### src/clock_ctrl_defines.svh
/*
 Offsets, field positions, reset values and counts of the clock controller.
 Assumes inclusion by bare name from the design module and the bench.
*/
`ifndef CLOCK_CTRL_DEFINES_SVH
`define CLOCK_CTRL_DEFINES_SVH
// Register byte offsets
`define OFF_CMD 8'h00
`define OFF_SEL 8'h04
`define OFF_PRE 8'h08
`define OFF_TRIM 8'h0C
`define OFF_WDT 8'h10
`define OFF_RSTC 8'h14
// Field positions
`define CCE_BIT 7
`define RDY_BIT 4
`define COUT_BIT 6
`define WD_RLD_BIT 7
`define WD_IE_BIT 5
`define WD_EN_BIT 4
`define WATCHDOG_RESET_FLAG_BIT 3
// Command codes
`define CMD_DISABLE 4'h1
`define CMD_ENABLE 4'h2
`define CMD_REQ 4'h3
`define CMD_SWITCH 4'h4
`define CMD_RECOVER 4'h5
`define CMD_ARL 4'h6
`define CMD_COUT 4'h7
// Clock source indices
`define SRC_RC 3'h0
`define SRC_WD 3'h1
`define SRC_EXT 3'h2
`define SRC_LF 3'h3
`define SRC_XTAL 3'h4
// Counts and reset values
`define CHG_ENABLE_ONLY 8'h80
`define CHG_WIN 3'h4
`define PRE_RESET 4'h3
`define PRE_MAX 4'h8
`define WD_PSEL_MAX 4'h9
`define MON_MIN 3'h4
`define SUT_LIM0 12'h010
`define SUT_LIM1 12'h040
`define SUT_LIM2 12'h100
`define SUT_LIM3 12'h400
`endif

### src/clock_ctrl_pkg.sv
/*
 Types of the clock controller: mode enum, clock enable group, state record.
 Assumes clock_ctrl_defines.svh is on the include path.
*/
package clock_ctrl_pkg;
   typedef enum logic [1:0] {WDM_OFF, WDM_SOFT, WDM_AUTO} wd_mode_t;

   typedef struct packed {
      logic cpu;
      logic io;
      logic adc;
      logic flash;
   } clk_en_t;

   typedef struct packed {
      logic ack;
      logic [7:0] rdat;
      logic [2:0] cce_cnt;
      logic [3:0] cmd;
      logic rdy;
      logic [6:0] sel;
      logic [3:0] sys_code;
      logic [4:0] src_en;
      logic cout;
      logic cnt_run;
      logic [11:0] osc_cnt;
      logic [2:0] pce_cnt;
      logic [3:0] ps;
      logic [3:0] ps_new;
      logic ps_pend;
      logic [7:0] div;
      logic div_tick;
      logic [7:0] trim;
      logic [5:0] wdc;
      wd_mode_t wd_mode;
      logic [20:0] wd_cnt;
      logic [2:0] gap;
      logic watchdog_reset_flag;
      logic wd_rst;
      logic wd_irq;
      logic [4:0] tk_s1;
      logic [4:0] tk_s2;
      logic [4:0] tk_s3;
      logic wtk_s1;
      logic wtk_s2;
      logic wtk_s3;
   } state_t;
endpackage

### src/clock_ctrl.sv
/*
 Clock switch, clock monitor watchdog and glitch-free system clock prescaler,
 with a classic Wishbone slave for its registers.
 Assumes oscillator tick levels arrive asynchronously and are synchronised here;
 fuse and trim straps are stable while rst_i is high.
*/
`include "clock_ctrl_defines.svh"

// How it works
// Only one external source enabled at once
// Async timer shares external enable lines
// Software and hardware reload are exclusive
// Auto reload command overrides watchdog enable
// Auto reload mode gives reset, never interrupt
// Period select scales watchdog in every mode
// Only reset leaves auto mode; flag records
// Monitoring needs four system clocks per tick
// Hardware reloads watchdog after one command
// Software arms auto reload before switching
// Monitoring assumes internal reset clock source
// Command codes one, two, three, four, five, six
// Software writes change enable, then command
// Recover writes current source code back
// Select register: start-up 5:4, code 3:0
// Software enables, waits, switches, recovers, disables
// One divided enable for CPU, IO, ADC, flash
// Prescale change without glitch or faster clock
// New prescale active after old plus new
// Prescaler count state is not readable
// Change enable lasts four cycles, not extended
// Ready clears on request, sets at limit
// Code seven drives clock out; 1xxx none
// Prescale codes up to eight; others reserved
// Disabling the running system source is ignored
module clock_ctrl
   import clock_ctrl_pkg::*;
#(
   parameter int unsigned WD_BASE_TICKS = 2048
)
(
   // Clock and resets
   input wire logic clk_i,
   input wire logic rst_i,
   input wire logic por_i,
   // Wishbone slave
   input wire logic cyc_i,
   input wire logic stb_i,
   input wire logic we_i,
   input wire logic [7:0] adr_i,
   input wire logic [3:0] sel_i,
   input wire logic [31:0] dat_i,
   output logic [31:0] dat_o,
   output logic ack_o,
   // Straps caught at reset
   input wire logic [6:0] fuse_sel_i,
   input wire logic [7:0] trim_cal_i,
   // Oscillator activity and async timer
   input wire logic [4:0] osc_tick_i,
   input wire logic wd_osc_tick_i,
   input wire logic [1:0] tmr_req_i,
   // Clock control
   output logic [4:0] src_en_o,
   output logic [3:0] sys_code_o,
   output clk_en_t clk_en_o,
   output logic clk_out_en_o,
   output logic [7:0] trim_o,
   output logic wd_reset_o,
   output logic wd_irq_o
);

   state_t q;
   state_t d;
   logic [4:0] tk;
   logic wtk;
   logic wr;
   logic cmd_go;
   logic cce_start;
   logic [2:0] s_sel;
   logic [2:0] s_cur;

   function automatic logic [2:0] src_of(input logic [3:0] c);
      if (c[3])
         src_of = `SRC_XTAL;
      else
         case (c[2:0])
            3'h0, 3'h1: src_of = `SRC_EXT;
            3'h3: src_of = `SRC_WD;
            3'h6, 3'h7: src_of = `SRC_LF;
            default: src_of = `SRC_RC;
         endcase
   endfunction

   // External enables refused while another external runs the system
   function automatic logic [4:0] en_src(input logic [4:0] en, input logic [2:0] s,
                                         input logic [2:0] cur);
      logic [4:0] r;
      r = en;
      if (s < `SRC_EXT)
         r[s] = 1'b1;
      else if (cur < `SRC_EXT || cur == s)
      begin
         r[4:2] = 3'h0;
         r[s] = 1'b1;
      end
      en_src = r;
   endfunction

   function automatic logic [11:0] osc_lim(input logic [1:0] sut);
      case (sut)
         2'h0: osc_lim = `SUT_LIM0;
         2'h1: osc_lim = `SUT_LIM1;
         2'h2: osc_lim = `SUT_LIM2;
         default: osc_lim = `SUT_LIM3;
      endcase
   endfunction

   function automatic logic [7:0] div_mask(input logic [3:0] p);
      logic [8:0] m;
      m = (9'h001 << p) - 9'h001;
      div_mask = m[7:0];
   endfunction

   function automatic logic [20:0] wd_lim(input logic [3:0] p);
      logic [3:0] e;
      e = (p > `WD_PSEL_MAX) ? `WD_PSEL_MAX : p;
      wd_lim = 21'(WD_BASE_TICKS) << e;
   endfunction

   always_comb
   begin
      d = q;
      d.tk_s1 = osc_tick_i;
      d.tk_s2 = q.tk_s1;
      d.tk_s3 = q.tk_s2;
      d.wtk_s1 = wd_osc_tick_i;
      d.wtk_s2 = q.wtk_s1;
      d.wtk_s3 = q.wtk_s2;
      tk = q.tk_s2 & ~q.tk_s3;
      wtk = q.wtk_s2 & ~q.wtk_s3;
      s_sel = src_of(q.sel[3:0]);
      s_cur = src_of(q.sys_code);
      // Access takes effect on the edge where the master sees ack
      wr = cyc_i & stb_i & we_i & q.ack & sel_i[0];
      cmd_go = 1'b0;
      cce_start = 1'b0;
      d.ack = cyc_i & stb_i & ~q.ack;
      d.wd_rst = 1'b0;
      d.wd_irq = 1'b0;
      if (adr_i == `OFF_CMD)
         d.rdat = {q.cce_cnt != 3'h0, 2'h0, q.rdy, q.cmd};
      else if (adr_i == `OFF_SEL)
         d.rdat = {1'b0, q.sel};
      else if (adr_i == `OFF_PRE)
         d.rdat = {q.pce_cnt != 3'h0, 3'h0, q.ps};
      else if (adr_i == `OFF_TRIM)
         d.rdat = q.trim;
      else if (adr_i == `OFF_WDT)
         d.rdat = {2'h0, q.wdc};
      else if (adr_i == `OFF_RSTC)
         d.rdat = 8'(q.watchdog_reset_flag) << `WATCHDOG_RESET_FLAG_BIT;
      else
         d.rdat = 8'h00;
      if (q.cce_cnt != 3'h0)
         d.cce_cnt = q.cce_cnt - 3'h1;
      if (q.pce_cnt != 3'h0)
         d.pce_cnt = q.pce_cnt - 3'h1;
      // Oscillation counter on the selected source
      if (q.cnt_run && tk[s_sel])
      begin
         d.osc_cnt = q.osc_cnt + 12'h001;
         if (d.osc_cnt >= osc_lim(q.sel[5:4]))
         begin
            d.rdy = 1'b1;
            d.cnt_run = 1'b0;
         end
      end
      // Watchdog control bits steer the mode unless auto reload holds it
      if (wr && adr_i == `OFF_WDT)
         d.wdc = dat_i[5:0];
      if (q.wd_mode != WDM_AUTO)
         d.wd_mode = (d.wdc[`WD_EN_BIT] || d.wdc[`WD_IE_BIT]) ? WDM_SOFT : WDM_OFF;
      // Command register with its change-enable window
      if (wr && adr_i == `OFF_CMD)
      begin
         if (dat_i[7:0] == `CHG_ENABLE_ONLY)
         begin
            if (q.cce_cnt == 3'h0)
            begin
               cce_start = 1'b1;
               d.cce_cnt = `CHG_WIN;
            end
         end
         else if (q.cce_cnt != 3'h0 && !dat_i[`CCE_BIT])
         begin
            cmd_go = 1'b1;
            d.cce_cnt = 3'h0;
            d.cmd = dat_i[3:0];
         end
      end
      if (cmd_go)
         case (dat_i[3:0])
            `CMD_DISABLE:
               if (s_sel != s_cur)
                  d.src_en[s_sel] = 1'b0;
            `CMD_ENABLE:
            begin
               d.src_en = en_src(q.src_en, s_sel, s_cur);
               d.rdy = 1'b0;
               d.cnt_run = 1'b1;
               d.osc_cnt = 12'h000;
            end
            `CMD_REQ:
            begin
               d.rdy = 1'b0;
               d.cnt_run = 1'b1;
               d.osc_cnt = 12'h000;
            end
            `CMD_SWITCH:
               if (q.src_en[s_sel] && q.rdy)
                  d.sys_code = q.sel[3:0];
            `CMD_RECOVER: d.sel[3:0] = q.sys_code;
            `CMD_ARL: d.wd_mode = WDM_AUTO;
            `CMD_COUT: d.cout = q.sel[`COUT_BIT];
            default: ;
         endcase
      if (wr && adr_i == `OFF_SEL)
         d.sel = dat_i[6:0];
      // Async timer requests go through the same enable lines
      if (tmr_req_i[0])
         d.src_en = en_src(d.src_en, `SRC_EXT, s_cur);
      if (tmr_req_i[1])
         d.src_en = en_src(d.src_en, `SRC_LF, s_cur);
      if (wr && adr_i == `OFF_TRIM)
         d.trim = dat_i[7:0];
      // New ratio starts only at the end of an old period
      d.div = q.div + 8'h01;
      d.div_tick = 1'b0;
      if ((q.div & div_mask(q.ps)) == div_mask(q.ps))
      begin
         d.div_tick = 1'b1;
         if (q.ps_pend)
         begin
            d.ps = q.ps_new;
            d.ps_pend = 1'b0;
            d.div = 8'h00;
         end
      end
      // Prescaler register after the apply, so a late write stays pending
      if (wr && adr_i == `OFF_PRE)
      begin
         if (dat_i[7:0] == `CHG_ENABLE_ONLY)
         begin
            if (q.pce_cnt == 3'h0)
               d.pce_cnt = `CHG_WIN;
         end
         else if (q.pce_cnt != 3'h0 && !dat_i[`CCE_BIT])
         begin
            d.pce_cnt = 3'h0;
            if (dat_i[3:0] <= `PRE_MAX)
            begin
               d.ps_new = dat_i[3:0];
               d.ps_pend = 1'b1;
            end
         end
      end
      // Watchdog
      if (q.gap != `MON_MIN)
         d.gap = q.gap + 3'h1;
      if (wtk)
         d.gap = 3'h0;
      case (q.wd_mode)
         WDM_OFF: d.wd_cnt = 21'h0;
         WDM_SOFT:
         begin
            if (wr && adr_i == `OFF_WDT && dat_i[`WD_RLD_BIT])
               d.wd_cnt = 21'h0;
            else if (wtk)
            begin
               d.wd_cnt = q.wd_cnt + 21'h1;
               if (d.wd_cnt >= wd_lim(q.wdc[3:0]))
               begin
                  d.wd_cnt = 21'h0;
                  d.wd_irq = q.wdc[`WD_IE_BIT];
                  d.wd_rst = ~q.wdc[`WD_IE_BIT];
               end
            end
         end
         WDM_AUTO:
            if (wtk)
            begin
               // A tick only reloads if enough system clocks ran since the last
               if (q.gap >= `MON_MIN)
                  d.wd_cnt = 21'h0;
               else
               begin
                  d.wd_cnt = q.wd_cnt + 21'h1;
                  if (d.wd_cnt >= wd_lim(q.wdc[3:0]))
                  begin
                     d.wd_cnt = 21'h0;
                     d.wd_rst = 1'b1;
                  end
               end
            end
         default: d.wd_cnt = 21'h0;
      endcase
      if (wr && adr_i == `OFF_RSTC && !dat_i[`WATCHDOG_RESET_FLAG_BIT])
         d.watchdog_reset_flag = 1'b0;
      if (q.wd_rst)
         d.watchdog_reset_flag = 1'b1;
   end

   always_ff @(posedge clk_i)
   begin
      if (rst_i)
      begin
         q <= '0;
         q.sel <= fuse_sel_i;
         q.sys_code <= fuse_sel_i[3:0];
         q.src_en <= 5'h01 << src_of(fuse_sel_i[3:0]);
         q.cout <= fuse_sel_i[`COUT_BIT];
         q.ps <= `PRE_RESET;
         q.ps_new <= `PRE_RESET;
         q.trim <= trim_cal_i;
         q.wd_mode <= WDM_OFF;
         q.watchdog_reset_flag <= ~por_i & (q.watchdog_reset_flag | q.wd_rst);
      end
      else
         q <= d;
   end

   assign dat_o = {24'h000000, q.rdat};
   assign ack_o = q.ack;
   assign src_en_o = q.src_en;
   assign sys_code_o = q.sys_code;
   assign clk_en_o = '{q.div_tick, q.div_tick, q.div_tick, q.div_tick};
   assign clk_out_en_o = q.cout;
   assign trim_o = q.trim;
   assign wd_reset_o = q.wd_rst;
   assign wd_irq_o = q.wd_irq;
endmodule

### config.mk
export PLATFORM = sky130hd
export DESIGN_NAME = clock_ctrl
export DESIGN_NICKNAME = d
export VERILOG_FILES = /design/src/clock_ctrl_pkg.sv /design/src/clock_ctrl.sv
export VERILOG_INCLUDE_DIRS = /design/src
export SDC_FILE = /design/constraint.sdc
export NUM_CORES = 1
export LEC_CHECK = 0
export BUFFER_PORTS_ARGS = -buffer_cell sky130_fd_sc_hd__buf_4
export CAP_MARGIN = 40
export CORE_MARGIN = 5
export CORE_UTILIZATION = 35
export CTS_CLUSTER_SIZE = 24
export DETAILED_ROUTE_END_ITERATION = 16
export SLEW_MARGIN = 20
export SYNTH_ARGS = -nofsm -noshare
export SYNTH_HDL_FRONTEND = slang
export SYNTH_SLANG_ARGS = --single-unit
### constraint.sdc
create_clock -name clk_i -period 9.59 [get_ports clk_i]
set_input_delay 0.4795 -clock clk_i [delete_from_list [all_inputs] [get_ports clk_i]]
set_output_delay 0.4795 -clock clk_i [all_outputs]
set_load 0.1 [all_outputs]
==> out/metrics.cfg, run 1 <==
[grt]
overflow=0
grt_start_max_net_pins=58
grt_use_total=0.156
grt_pass1_vias=5808
grt_pass1_wl_mm=30.2
antenna_found_initial=1

[timing]
hold_viol_final=0
finalCritPeriodShare=0.436
maxSlewHeadroom=0.466
setup_viol=0
rsz0062_at_grt=no
holdWs_ns=0.270
finClkSkew_ns=0.00654
drv_slew=0
tightest_slew_ns=0.793
period_minus_slack_ns=4.18
fin_setup_tns_ns=0
max_clock_freq_ghz=0.239

[synth]
synth.area.top_cells=dfxtp_1, edfxtp_1, ha_1
syn-cell-area_sq_mm=0.00745
synth_edf_count=23
synth_top_area_frac=0.285
avgSynthCellArea_sq_um=8.86
synthArstFlopShare=0
synth_warnings=0
synth.distinct_cells=76
ys_seq_area_frac=0.378
syn_inst=841
synth_common_cells=dfxtp_1, nand2_1, nor2_1
yosysMostFrequentCell=dfxtp_1
synth_seq_cells=129
yosys.area.top_type=dfxtp_1
synth_flop_cell=dfxtp_1

[critical_path]
crit_chain=ha_1, nand2_1, nor4_2, nand3_1, or2_2, xnor2_1, ha_1, nor4_1, o21ai_0, o22a_1, a211oi_2, buf_4, or4b_2, nand3_1
cp.arrival_ns=4.55
worst_r2r_endpoint=q[33]
rr_worst_depth=14
slowest_delay_ns=0.61
cp-start-kind=flop
r2r_setup_slack_ns=5.41
timing.critical_path.from=q[24]
endpoint_kind=flop
path_class=flop to flop
worst_ep_required_time_ns=9.95
path_delay_family=simple AND/OR/NAND/NOR gates
slowest_stage=or4b_2
crit_buf_inv=1
path_depth=14
crit_fanout=29
endpoint=q[33]
r2r-start=q[24]

[floorplanning]
rows=53
coreArea_sq_mm=0.0210
io_pins=130
die_w_um=156
initial_utilization=0.355
die_h_um=156
dieArea_sq_mm=0.0243

[route]
drc=0
antenna_left=0
route.vias.total=6121
routed_wl_mm=18.8
routed_via_density=5.23
drtIter0Drc=380
wl_per_cell_um=16.1
first_pass_iters=5

[clocking]
cts.sinks=129
cts_setup_buffers=0
ctsHoldBuffers=0
numCtsBuffers=17
max-clock-path-buffers=2
clock_latency_ns=0.42
cts_max_level=4
cts_tree=done
clockRootBuffer=clkbuf_16
clk_pin_slew_ns=0.06
cts-resized-gates=0

[cells_and_area]
drive_above_1_share=0.169
n_fill_cell=2131
nNetsFinal=987
diodes=0
area_delta_synth_final_pct=15.6

[power]
p_leak_uw=0.00336
power_uw=1590
p_per_area_mw_per_mm2=184
peakVddDrop_mv=0.112

[hold_path]
hold_class=input port to flop

[placed_design]
dp_hpwl_mm=13.8
gp_congestion=0.852
port_buffers=78

[run_status]
outcome=complete, no violations

[run]
cap_violations=0

## logic make-up after synthesis
| group | Yosys count | synth area share |
|---|---|---|
| AO/OA/AOI/OAI | 168 | 0.158 |
| XOR/XNOR | 35 | 0.0412 |
| buffers and inverters | 122 | 0.0914 |
| flip-flops | 129 | 0.378 |
| adder cells (fa/ha/maj) | 32 | 0.0538 |
| other | 1 | 0.000504 |
| multiplexers | 34 | 0.0541 |
| AND/OR/NAND/NOR | 320 | 0.223 |
## flip-flops by register name, indices dropped and copies added, names as in the netlist
signal        count
ack_o             1
clk_en_o          1
clk_out_en_o      1
d                12
dat_o             8
q                87
src_en_o          5
sys_code_o        4
trim_o            8
wd_irq_o          1
wd_reset_o        1
## per-stage QoR
step	setup slack [ns]	area (sq um)	std cells	utilization
after floorplan	6.23	7530	864	-
after global placement	5.45	7940	1133	0.379
after detailed placement	5.40	7960	1137	0.380
after CTS	5.38	8610	1169	0.411
after global routing	5.09	8610	1170	0.411
final	5.41	8610	1170	0.411
## area by class of cell
class	count	area [sq um]	area share
Clock buffer	23	533	0.0619
Timing Repair Buffer	87	641	0.0744
Sequential cell	129	2810	0.327
Clock inverter	9	114	0.0132
Tap cell	275	344	0.0400
Multi-Input combinational cell	613	4040	0.469
Inverter	34	128	0.0148
## power breakdown
group          internal (uW)  switching (uW)
sequential               579            22.2
combinational           90.0             199
clock                    446             249
total                   1120             470
## placed cells by master (no fill, tap or decap), types with 21 or more instances in the layout
cell type and count:
dfxtp_1 106, buf_4 82, nand2_1 81, nor2_1 69, inv_1 34, o21ai_0 33, a21oi_1 33, nand3_1 32
ha_1 32, nor3_1 29, nor2b_1 25, conb_1 24, edfxtp_1 23, xnor2_1 22, clkbuf_16 21
## per-layer routing
layer	GRT usage	vias up	routed length, um
met4	0.0525	2	276
met5	0	-	13
met3	0.0397	18	1130
met1	0.212	2904	8750
met2	0.244	158	8670
li1	-	3039	-
## worst min path at each step
stage,start,to,cells after the start
2_1_floorplan,d[1],d[0],1
3_3_place_gp,d[9],d[4],1
3_5_place_dp,d[11],d[6],1
4_1_cts,osc_tick_i[1],d[9],2
5_1_grt,osc_tick_i[1],d[9],2
6_report,osc_tick_i[1],d[9],2
Note: power is estimated with default switching activity, not from simulation.
==> run 2, diff against run 1 <==
- clock period: 9.59 -> 3.6 ns (I/O delays scaled with it)
==> out/metrics.cfg, run 2 (synthesis gave the netlist of run 1 again) <==
[run_status]
outcome=complete, no violations

[floorplanning]
io_pins=130  ; unchanged
die_h_um=156  ; unchanged
initial_utilization=0.355  ; unchanged
dieArea_sq_mm=0.0243  ; unchanged
coreArea_sq_mm=0.0210  ; unchanged
rows=53  ; unchanged
die_w_um=156  ; unchanged

[route]
routed_wl_mm=19.3  ; +2.4%
wl_per_cell_um=16.3  ; +1.1%
route.vias.total=6188  ; +1.1%
antenna_left=0  ; unchanged
drtIter0Drc=340  ; -11%
first_pass_iters=4  ; -1
routed_via_density=5.22  ; -0.19%
drc=0  ; unchanged

[grt]
grt_pass1_vias=5775  ; -0.57%
overflow=0  ; unchanged
grt_use_total=0.158  ; +0.00115
grt_start_max_net_pins=60  ; +3.4%
antenna_found_initial=0  ; -1
grt_pass1_wl_mm=30.5  ; +1.0%

[timing]
hold_viol_final=0  ; unchanged
fin_setup_tns_ns=0  ; unchanged
setup_viol=0  ; unchanged
tightest_slew_ns=0.756  ; -0.0367 ns
finClkSkew_ns=0.0135  ; +0.00692 ns
layout_setup_ws_ns=0.157  ; -5.25 ns
period_minus_slack_ns=3.44  ; -0.741 ns
max_clock_freq_ghz=0.290  ; +22%
drv_slew=0  ; unchanged
finalCritPeriodShare=0.956  ; +0.520
maxSlewHeadroom=0.496  ; +0.0301

[placed_design]
port_buffers=78  ; unchanged
dp_slack_ns=0.146  ; -5.25 ns
gp_congestion=0.827  ; -2.9%
dp_hpwl_mm=14.0  ; +1.4%

[cells_and_area]
multi_input_area_sq_mm=0.00408  ; +0.87%
final_util=0.418  ; +0.00728
top_register=q
drive_above_1_share=0.186  ; +0.0170
layout.area.seq_sq_mm=0.00282  ; about the same
final_cell_mix=dfxtp_1, buf_4, nand2_1
area_delta_synth_final_pct=17.7
final_common_cell=dfxtp_1
largest_register_ffs=87  ; unchanged
n_fill_cell=2120  ; -0.52%
nNetsFinal=1002  ; +1.5%
diodes=0  ; unchanged

[clocking]
cts_max_level=4  ; unchanged
numCtsBuffers=17  ; unchanged
cts_tree=done
clockRootBuffer=clkbuf_16
clock_latency_ns=0.43  ; about the same
cts.sinks=129  ; unchanged
max-clock-path-buffers=2  ; unchanged
clk_pin_slew_ns=0.07  ; about the same

[power]
p_leak_uw=0.00345  ; +2.7%
p_sw_frac=0.308  ; +0.0116
pwr-share-clk=0.431  ; -0.007
power_frac_seq=0.382  ; +0.003
p_comb_frac=0.187  ; +0.005
p_sw_uw=1290  ; +180%
peakVddDrop_mv=0.281  ; +150%
internal-power_uw=2900  ; +160%
p_per_area_mw_per_mm2=479  ; +160%

[critical_path]
crit_fanout=4  ; -86%
path_class=flop to flop
endpoint_kind=flop
cp.arrival_ns=3.81  ; -0.74 ns
worst_ep_required_time_ns=3.97  ; -5.98 ns
cp-start-kind=flop

[hold_path]
hold_class=input port to flop

[run]
cap_violations=0  ; unchanged

[run 2: worst paths after layout]
kind,from,to,slack (ns),depth (start not counted)
worst max-delay path,q[24],q[33],0.16,13
worst min register to register,d[9],d[4],0.44,1
worst max register to register,q[24],q[33],0.16,13
worst min-delay path,dat_i[5],q[52],0.06,3
[run 2: power by group through the flow]
stage          Combinational, uW  Clock [uW]  Sequential [uW]
3_3_place_gp                 768           0             1630
5_1_grt                      866        1910             1610
4_1_cts                      788        1860             1600
2_1_floorplan                651           0             1610
3_5_place_dp                 779           0             1630
6_report                     785        1810             1600
[run 2: worst max-delay path, stage by stage (launching register included)]
cell,delay (ns)
dfxtp_2,0.36
ha_2,0.22
nand2_1,0.12
nor4_4,0.34
nand3_2,0.14
or2_2,0.33
xnor2_1,0.14
ha_1,0.31
o21ai_1,0.11
o21bai_1,0.09
o22a_1,0.24
a211oi_2,0.29
or4b_2,0.61
nand3_1,0.10
[run 2: final cells by class]
type	count	area share
flip-flops and latches	129	0.321
clock buffers	19	0.0542
well taps	275	0.0393
repair buffers	102	0.0892
inverters	34	0.0146
multi-input cells	613	0.465
clock inverters	13	0.0166
[run 2: repair_timing]
action,CTS,global route
hold buffers,6,0
setup endpoints to repair,0,21
buffers inserted,0,1
hold endpoints to repair,6,0
gates resized for setup,0,10
[run 2: metrics by stage]
stage          cell area, sq um  std cells  total power (uW)  hold WS, ns
2_1_floorplan              7530        864              2260        0.308
6_report                   8760       1185              4200       0.0620
5_1_grt                    8760       1185              4390       0.0554
3_5_place_dp               8040       1146              2410        0.398
3_3_place_gp               8030       1145              2400        0.391
4_1_cts                    8720       1184              4240       0.0377
[run 2: per-layer routing]
| metal | wire length (um) | GRT usage | vias up |
|---|---|---|---|
| met5 | 0 | 0 | - |
| met2 | 8880 | 0.243 | 162 |
| met4 | 240 | 0.0509 | 0 |
| li1 | - | - | 3070 |
| met3 | 1050 | 0.0372 | 18 |
| met1 | 9130 | 0.218 | 2938 |
